[config.mk]
export PLATFORM = sky130hd
export DESIGN_NAME = qacsc_top
export DESIGN_NICKNAME = d
export VERILOG_FILES = /design/src/inc/qacsc_pkg.sv /design/src/logic/qacsc_top.sv
export VERILOG_INCLUDE_DIRS = /design/src /design/src/inc
export SDC_FILE = /design/constraint.sdc
export NUM_CORES = 1
export LEC_CHECK = 0
export BUFFER_PORTS_ARGS = -buffer_cell sky130_fd_sc_hd__buf_2
export CORE_ASPECT_RATIO = 0.7
export CORE_MARGIN = 1
export CORE_UTILIZATION = 43
export DETAILED_ROUTE_END_ITERATION = 16
export PLACE_DENSITY = 0.6
export SYNTH_ARGS = -nofsm -noshare
export SYNTH_HDL_FRONTEND = slang
export SYNTH_HIERARCHICAL = 1
export SYNTH_SLANG_ARGS = --single-unit
[constraint.sdc]
create_clock -name REF_CLK -period 8.3 [get_ports REF_CLK]
set_clock_uncertainty 0.2 [all_clocks]
set_input_delay 0.415 -clock REF_CLK [delete_from_list [all_inputs] [get_ports REF_CLK]]
set_output_delay 0.415 -clock REF_CLK [all_outputs]
set_load 0.1 [all_outputs]
[src/inc/qacsc_map.svh]
// Constants of the four-channel converter serial control block.
// Assumes it is included by its bare name from the package and the design file.
`ifndef QACSC_MAP_SVH
`define QACSC_MAP_SVH
`define QACSC_DATA_W       12
`define QACSC_CMD_W        8
`define QACSC_ADDR_HI      5
`define QACSC_ADDR_LO      3
`define QACSC_SEL_HI       4
`define QACSC_CH_DEFAULT   2'h0
`define QACSC_FRAME_EDGES  5'h10
`define QACSC_CMD_EDGES    5'h08
`define QACSC_TRACK_EDGES  5'h03
`define QACSC_FIRST_OUT    5'h04
`define QACSC_FIFO_DEPTH   16
`define QACSC_FIFO_AW      4
`endif

[src/inc/qacsc_pkg.sv]
// Types shared by the converter serial control block.
// Assumes the constants header is on the include path.
`include "qacsc_map.svh"
package qacsc_pkg;
    // One finished conversion: the channel sampled and its straight-binary code.
    typedef struct packed {
        logic [1:0]                 chan;
        logic [`QACSC_DATA_W-1:0]   code;
    } qacsc_sample_t;
    // Conversion phase of the serial sequence.
    typedef enum logic [1:0] {
        QACSC_SHUTDOWN,
        QACSC_TRACK,
        QACSC_CONVERT
    } qacsc_phase_t;
endpackage

[src/logic/qacsc_top.sv]
// Serial control and sequencing of a four-channel 12-bit converter, with the
// sample FIFO that feeds the serial output.
// Assumes REF_CLK is far faster than the serial clock (250 MHz against 3.2 MHz or less).
`timescale 1ns/1ps
`include "qacsc_map.svh"

module qacsc_fifo #(
    parameter int WIDTH = 14,
    parameter int DEPTH = 16,
    parameter int AW    = 4
) (
    // Clock and reset.
    input  wire logic             clk,
    input  wire logic             rst_b,
    // Filling side.
    input  wire logic             in_valid,
    output logic                  in_ready,
    input  wire logic [WIDTH-1:0] in_data,
    // Draining side.
    input  wire logic             out_ready,
    output logic                  out_valid,
    output logic      [WIDTH-1:0] out_data
);
    logic [WIDTH-1:0] mem [DEPTH];
    logic [AW-1:0]    wr_ptr_ff;
    logic [AW-1:0]    rd_ptr_ff;
    logic [AW:0]      count_ff;
    logic             push;
    logic             pop;

    // Full and empty come straight from the occupancy count.
    assign in_ready  = (count_ff < (AW+1)'(DEPTH));
    assign out_valid = (count_ff != '0);
    assign out_data  = mem[rd_ptr_ff];
    assign push      = in_valid && in_ready;
    assign pop       = out_valid && out_ready;

    // Storage needs no reset; only the pointers define contents.
    always_ff @(posedge clk) begin
        if (push) begin
            mem[wr_ptr_ff] <= in_data;
        end
    end

    // Pointer and count bookkeeping.
    always_ff @(posedge clk or negedge rst_b) begin
        if (!rst_b) begin
            wr_ptr_ff <= '0;
            rd_ptr_ff <= '0;
            count_ff  <= '0;
        end else begin
            if (push) begin
                wr_ptr_ff <= wr_ptr_ff + 1'b1;
            end
            if (pop) begin
                rd_ptr_ff <= rd_ptr_ff + 1'b1;
            end
            count_ff <= count_ff + (AW+1)'(push) - (AW+1)'(pop);
        end
    end
endmodule // qacsc_fifo

module qacsc_top
    import qacsc_pkg::*;
(
    // Clock and reset.
    input  wire logic                     REF_CLK,
    input  wire logic                     RST_B,
    // Serial pins from the host.
    input  wire logic                     CS_B,
    input  wire logic                     SCLK,
    input  wire logic                     DIN,
    // Serial result pin, two signals.
    output logic                          DOUT_O,
    output logic                          DOUT_OE_B,
    // Analog front end: mux select, track switch, power state.
    output logic [1:0]                    MUX_SEL,
    output logic                          TRACK,
    output logic                          POWERED,
    // Converter core supplies samples here.
    input  wire logic                     SMP_VALID,
    output logic                          SMP_READY,
    input  wire logic [`QACSC_DATA_W-1:0] SMP_CODE
);
    // Three-stage synchronisers for the pins.
    logic [2:0] cs_sync_ff;
    logic [2:0] sclk_sync_ff;
    logic [2:0] din_sync_ff;
    logic       cs_b_ff;
    logic       sclk_ff;
    logic       din_ff;
    logic       sclk_rise;
    logic       sclk_fall;
    logic       cs_fall;
    logic       cs_low;

    // Sequencing state.
    qacsc_phase_t             phase_ff;
    logic [4:0]               rise_cnt_ff;
    logic [4:0]               fall_cnt_ff;
    logic [`QACSC_CMD_W-1:0]  cmd_ff;
    logic [1:0]               next_chan_ff;
    logic [`QACSC_DATA_W-1:0] shift_ff;
    logic                     fifo_out_valid;
    qacsc_sample_t            fifo_out;
    qacsc_sample_t            fifo_in;
    logic                     fifo_in_ready;
    logic                     take;
    logic [`QACSC_DATA_W-1:0] out_code;

    // Decode the channel from a command word.
    function automatic logic [1:0] chan_of(input logic [`QACSC_CMD_W-1:0] cmd);
        return cmd[`QACSC_SEL_HI:`QACSC_ADDR_LO];
    endfunction

    // A pin changes state only once stages two and three agree.
    always_ff @(posedge REF_CLK or negedge RST_B) begin
        if (!RST_B) begin
            cs_sync_ff   <= 3'h7;
            sclk_sync_ff <= 3'h0;
            din_sync_ff  <= 3'h0;
            cs_b_ff      <= 1'b1;
            sclk_ff      <= 1'b0;
            din_ff       <= 1'b0;
        end else begin
            cs_sync_ff   <= {cs_sync_ff[1:0], CS_B};
            sclk_sync_ff <= {sclk_sync_ff[1:0], SCLK};
            din_sync_ff  <= {din_sync_ff[1:0], DIN};
            if (cs_sync_ff[1] == cs_sync_ff[2]) begin
                cs_b_ff <= cs_sync_ff[2];
            end
            if (sclk_sync_ff[1] == sclk_sync_ff[2]) begin
                sclk_ff <= sclk_sync_ff[2];
            end
            if (din_sync_ff[1] == din_sync_ff[2]) begin
                din_ff <= din_sync_ff[2];
            end
        end
    end

    // Clock is gated off while frame select is high. A fall of frame select that
    // finds the clock low, whether it fell at the same moment or was parked low,
    // registers as a falling clock edge, so the next rise is edge one.
    assign cs_low    = !cs_b_ff;
    assign cs_fall   = cs_b_ff && (cs_sync_ff[2:1] == 2'h0);
    assign sclk_rise = cs_low && !sclk_ff && (sclk_sync_ff[2:1] == 2'h3);
    assign sclk_fall = (cs_low && sclk_ff && (sclk_sync_ff[2:1] == 2'h0))
                     || (cs_fall && (sclk_sync_ff[2:1] == 2'h0));

    // Edge counters within one 16-clock conversion; they wrap for back to back runs.
    always_ff @(posedge REF_CLK or negedge RST_B) begin
        if (!RST_B) begin
            rise_cnt_ff <= 5'h00;
            fall_cnt_ff <= 5'h00;
        end else if (!cs_low && !cs_fall) begin
            rise_cnt_ff <= 5'h00;
            fall_cnt_ff <= 5'h00;
        end else begin
            if (sclk_rise) begin
                rise_cnt_ff <= (rise_cnt_ff == `QACSC_FRAME_EDGES - 5'h01) ? 5'h00 : rise_cnt_ff + 5'h01;
            end
            if (sclk_fall) begin
                fall_cnt_ff <= (fall_cnt_ff == `QACSC_FRAME_EDGES) ? 5'h01 : fall_cnt_ff + 5'h01;
            end
        end
    end

    // Command shift on the first eight rising edges, MSB first.
    always_ff @(posedge REF_CLK or negedge RST_B) begin
        if (!RST_B) begin
            cmd_ff       <= 8'h00;
            next_chan_ff <= `QACSC_CH_DEFAULT;
        end else if (sclk_rise && rise_cnt_ff < `QACSC_CMD_EDGES) begin
            cmd_ff <= {cmd_ff[`QACSC_CMD_W-2:0], din_ff};
            if (rise_cnt_ff == `QACSC_CMD_EDGES - 5'h01) begin
                next_chan_ff <= chan_of({cmd_ff[`QACSC_CMD_W-2:0], din_ff});
            end
        end
    end

    // Phase: track from the first falling edge for three clocks, then convert
    // until the sixteenth falling edge, then power down until the next fall.
    always_ff @(posedge REF_CLK or negedge RST_B) begin
        if (!RST_B) begin
            phase_ff <= QACSC_SHUTDOWN;
        end else if (!cs_low && !cs_fall) begin
            phase_ff <= QACSC_SHUTDOWN;
        end else if (sclk_fall) begin
            unique case (fall_cnt_ff)
                `QACSC_FRAME_EDGES - 5'h01: phase_ff <= QACSC_SHUTDOWN;
                `QACSC_FRAME_EDGES, 5'h00: phase_ff <= QACSC_TRACK;
                `QACSC_TRACK_EDGES: phase_ff <= QACSC_CONVERT;
                default: phase_ff <= phase_ff;
            endcase
        end
    end

    // The mux takes the latest command's channel only at the first falling edge, as tracking starts.
    always_ff @(posedge REF_CLK or negedge RST_B) begin
        if (!RST_B) begin
            MUX_SEL <= `QACSC_CH_DEFAULT;
            TRACK   <= 1'b0;
            POWERED <= 1'b0;
        end else begin
            TRACK   <= (phase_ff == QACSC_TRACK);
            POWERED <= (phase_ff != QACSC_SHUTDOWN);
            if (sclk_fall && (fall_cnt_ff == `QACSC_FRAME_EDGES || fall_cnt_ff == 5'h00)) begin
                MUX_SEL <= next_chan_ff;
            end
        end
    end

    // Result shifting: load at the fifth falling edge, so the MSB stands before the
    // fifth rise, and shift MSB first on every later fall of the conversion.
    always_ff @(posedge REF_CLK or negedge RST_B) begin
        if (!RST_B) begin
            shift_ff  <= 12'h000;
            DOUT_O    <= 1'b0;
            DOUT_OE_B <= 1'b1;
        end else begin
            DOUT_OE_B <= cs_b_ff;
            if (!cs_low) begin
                DOUT_O <= 1'b0;
            end else if (sclk_fall) begin
                if (fall_cnt_ff == `QACSC_FIRST_OUT) begin
                    DOUT_O   <= out_code[`QACSC_DATA_W-1];
                    shift_ff <= {out_code[`QACSC_DATA_W-2:0], 1'b0};
                end else if (fall_cnt_ff > `QACSC_FIRST_OUT) begin
                    DOUT_O   <= shift_ff[`QACSC_DATA_W-1];
                    shift_ff <= {shift_ff[`QACSC_DATA_W-2:0], 1'b0};
                end else begin
                    DOUT_O <= 1'b0;
                end
            end
        end
    end

    // A sample is taken from the FIFO when the result starts to shift out; an
    // empty FIFO gives zeros rather than stalling the host's fixed timing.
    assign take         = sclk_fall && (fall_cnt_ff == `QACSC_FIRST_OUT) && fifo_out_valid;
    assign out_code     = fifo_out_valid ? fifo_out.code : '0;
    assign fifo_in.chan = MUX_SEL;
    assign fifo_in.code = SMP_CODE;

    // The ready toward the core is registered so that the output rule holds. It
    // drops for one cycle after each accepted sample, because that sample may have
    // filled the buffer; so it never promises room that is not there.
    always_ff @(posedge REF_CLK or negedge RST_B) begin
        if (!RST_B) begin
            SMP_READY <= 1'b0;
        end else begin
            SMP_READY <= fifo_in_ready && !(SMP_VALID && SMP_READY);
        end
    end

    qacsc_fifo #(
        .WIDTH ($bits(qacsc_sample_t)),
        .DEPTH (`QACSC_FIFO_DEPTH),
        .AW    (`QACSC_FIFO_AW)
    ) u_fifo (
        .clk       (REF_CLK),
        .rst_b     (RST_B),
        .in_valid  (SMP_VALID && SMP_READY && fifo_in_ready),
        .in_ready  (fifo_in_ready),
        .in_data   (fifo_in),
        .out_ready (take),
        .out_valid (fifo_out_valid),
        .out_data  (fifo_out)
    );

    // Assertions.
    a_outen_follow_cs: assert property (@(posedge REF_CLK) disable iff (!RST_B)
        ##1 (DOUT_OE_B == $past(cs_b_ff)))
        else $error("Output enable does not follow frame select.");
    a_shutdown_high_cs: assert property (@(posedge REF_CLK) disable iff (!RST_B)
        !cs_low && !cs_fall |=> phase_ff == QACSC_SHUTDOWN)
        else $error("Not powered down with frame select high.");
    a_cnt_bound: assert property (@(posedge REF_CLK) disable iff (!RST_B)
        rise_cnt_ff < `QACSC_FRAME_EDGES)
        else $error("Rising edge count exceeds sixteen.");
    a_pdown_at16: assert property (@(posedge REF_CLK) disable iff (!RST_B)
        sclk_fall && fall_cnt_ff == 5'h0F |=> phase_ff == QACSC_SHUTDOWN)
        else $error("No power down at edge 16.");
    a_track_at1: assert property (@(posedge REF_CLK) disable iff (!RST_B)
        sclk_fall && fall_cnt_ff == 5'h00 |=> phase_ff == QACSC_TRACK)
        else $error("No track at first fall.");
    a_convert_at4: assert property (@(posedge REF_CLK) disable iff (!RST_B)
        sclk_fall && fall_cnt_ff == 5'h03 |=> phase_ff == QACSC_CONVERT)
        else $error("No convert at fourth fall.");
    a_chan_decode: assert property (@(posedge REF_CLK) disable iff (!RST_B)
        sclk_rise && rise_cnt_ff == 5'h07 |=> next_chan_ff == $past(cmd_ff[3:2]))
        else $error("Bad channel decode.");
    a_cnt_reset: assert property (@(posedge REF_CLK) disable iff (!RST_B)
        !cs_low && !cs_fall |=> rise_cnt_ff == 5'h00 && fall_cnt_ff == 5'h00)
        else $error("Counters not cleared.");
    a_joint_fall_track: assert property (@(posedge REF_CLK) disable iff (!RST_B)
        cs_fall && sclk_sync_ff[2:1] == 2'h0 |=> fall_cnt_ff == 5'h01 && phase_ff == QACSC_TRACK)
        else $error("Clock low at frame start not counted as first fall.");
    a_ready_has_room: assert property (@(posedge REF_CLK) disable iff (!RST_B)
        SMP_READY |-> fifo_in_ready)
        else $error("Sample ready raised while the buffer is full.");
endmodule // qacsc_top

==> results by group <==
Outcome
  • Run status: completed

Place
  • Routability-driven placement congestion ratio: 0.752
  • HPWL after DPL: 12.2 mm
  • Port bufs: 24
  • Placed cell areas: 10600 µm²
  • Placed cell count: 904

Drt
  • DRC violation count after routing: 0
  • Vias: 5151
  • DR pass1 iterations: 4
  • 1st-iter DRT viols: 395
  • Final antenna-violating net count: 0
  • WL final: 20.1 mm
  • Vias per cell: 5.41
  • DR WL/cell: 21.1 µm

Global routing
  • Number of global-route vias before repair: 5312
  • First-pass GRT wire length: 31.3 mm
  • Initial antenna violation count: 0
  • Grt total ovfl: 0
  • GRT Util Overall: 17.8%
  • Largest net degree at the start of global routing: 62

Setup path
  • Max Fanout on Critical Path: 21
  • CP most frequent cell: ha_1
  • Setup crit end kind: register
  • Critical Setup Path Class: reg -> reg
  • CP cell instances: inv_1 -> ha_1 -> nand4bb_1 -> nor2_1 -> and2_1 -> nand2_1 -> inv_2 -> ha_1 -> inv_1 -> ha_1 -> fa_1 -> a21oi_1 -> o21bai_1 -> xnor2_1
  • Slowest CP cell: nand4bb_1
  • CP startpoint kind: register
  • Required time of the critical path: 8.49 ns
  • FF-to-FF path depth: 14
  • Arr. time, crit path: 3.86 ns
  • Critical Path Max Stage Delay: 0.63 ns
  • R2R setup slack: 4.64 ns

STA
  • Slew HR: 18.7%
  • Fin crit period: 3.66 ns
  • Final Hold Fails: 0
  • Pins over their slew limit: 0
  • Fmax: 273 MHz
  • Final setup violating endpoints: 0
  • Total Neg Setup Slack: 0 ns
  • Slew @ Worst Pin: 1.21 ns
  • RSZ-0062 raised after global routing: false
  • Final cycle utilization of the critical path: 44.1%
  • Hold WS: 0.0757 ns

Floorplanning
  • Core Region: 22900 µm²
  • Die ar.: 24200 µm²
  • Initial core utilization: 44.3%
  • Chip height: 131 µm
  • Core Rows: 46
  • Die Wd: 186 µm
  • # IOs: 25

Cells and area
  • Final nets: 660
  • Final Cell Area: 11400 µm²
  • P&R area growth vs syn: 12.5%
  • Final non-filler cell total: 953
  • Post-layout util: 49.9%
  • Fillers: 1920
  • N_diodes: 0
  • Share of layout cells above drive strength 1: 23.4%

Worst hold path
  • Hold Path Cell Cnt: 1
  • HP Class: in -> reg

Clocking
  • CTS Buffer Depth: 3
  • Post-cts sizing count: 0
  • Root buf cell: clkbuf_16
  • H-tree depth: 1
  • TritonCTS clock tree: built
  • CTS clk-pin slew, worst paths: 0.06 ns
  • Sink Count: 253
  • CTS Buf Count: 24
  • Worst-skew pair later-pin latency: 0.52 ns

Yosys
  • Syn Nets: 619
  • Cell count after synthesis: 582
  • Cell Area, Synth: 10100 µm²
  • Yosys Warn Count: 6
  • Mean area per synthesized cell: 17.4 µm²

Power and ir drop
  • Peak supply drop: 0.000151 V
  • Pwr Density: 253 nW/µm²
  • Pleak: 4.00 nW

Flow run
  • Max-Cap Viols: 0
==> layer usage <==
layer  global-route usage [%]  part of all wire (%)  up-vias
met2                     28.4                    47      130
met3                     3.08                   5.2       33
li1                         -                     -     2324
met5                     1.60                  0.24        -
met4                     4.73                   1.9        2
met1                     25.5                    46     2662
==> worst max-delay path: cells and delay by family, from the launching register on <==
family,cells,cell delay [ns]
adder cells (fa/ha/maj),4,0.97
buffers and inverters,3,0.20
XOR/XNOR,1,0.13
AO/OA/AOI/OAI,2,0.23
AND/OR/NAND/NOR,4,1.38
flip-flops,1,0.43
==> power breakdown <==
part / switching (mW) / internal, mW / leakage, nW
logic: 0.195 / 0.150 / 1.15
registers: 0.0807 / 1.44 / 2.51
clock network: 0.443 / 0.583 / 0.348
total: 0.719 / 2.17 / 4.00
==> path summary, 6_finish.rpt <==
kind / from / to
min reg2reg: sclk_sync_ff[0] / sclk_sync_ff[1]
min in group asynchronous: RST_B / phase_ff[0]
min: SMP_CODE[6] / u_fifo/mem[8][6]
max reg2reg: fall_cnt_ff[0] / u_fifo/count_ff[4]
max: fall_cnt_ff[0] / u_fifo/count_ff[4]
max in group asynchronous: RST_B / u_fifo/rd_ptr_ff[0]
==> sequential cells by signal (all words and copies together), names as in the netlist, 2 cells and up <==
signal and count:
u_fifo/rd_ptr_ff 4, din_sync_ff 3, rise_cnt_ff 5, shift_ff 11, cmd_ff 4, next_chan_ff 2
MUX_SEL 2, phase_ff 2, fall_cnt_ff 5, u_fifo/wr_ptr_ff 4, u_fifo/count_ff 5, u_fifo/mem 192
sclk_sync_ff 3, cs_sync_ff 3
==> metrics by stage <==
stage | setup slack [ns] | total power, mW
floorplan | 5.07 | 1.80
global placement | 4.81 | 1.87
detailed placement | 4.64 | 1.89
CTS | 4.62 | 2.93
global route | 4.24 | 3.01
finish | 4.64 | 2.89
==> placed cells by master (no fill, tap or decap), types with 13 or more instances in the layout <==
master       n
nor2_1      31
clkbuf_16   25
a21oi_1     25
nand2_1     39
buf_2       24
edfxtp_1   192
a22oi_1     23
inv_1       17
mux4_2      48
buf_4       13
dfrtp_1     54
ha_1        18
==> what timing repair did <==
| item | CTS | global route |
|---|---|---|
| setup buffers | 0 | 0 |
| endpoints found under the hold margin | 60 | 0 |
| hold buffers | 5 | 0 |
==> area by class of cell <==
cell class / count / area [µm²] / share of cell area, %
Tap cell: 312 / 390 / 3.42
Inverter: 19 / 71.3 / 0.625
Timing Repair Buffer: 42 / 268 / 2.34
Clock buffer: 33 / 656 / 5.74
Sequential cell: 253 / 7300 / 64.0
Multi-Input combinational cell: 283 / 2650 / 23.2
Clock inverter: 11 / 78.8 / 0.690
Note: power is estimated with default switching activity, not from simulation.
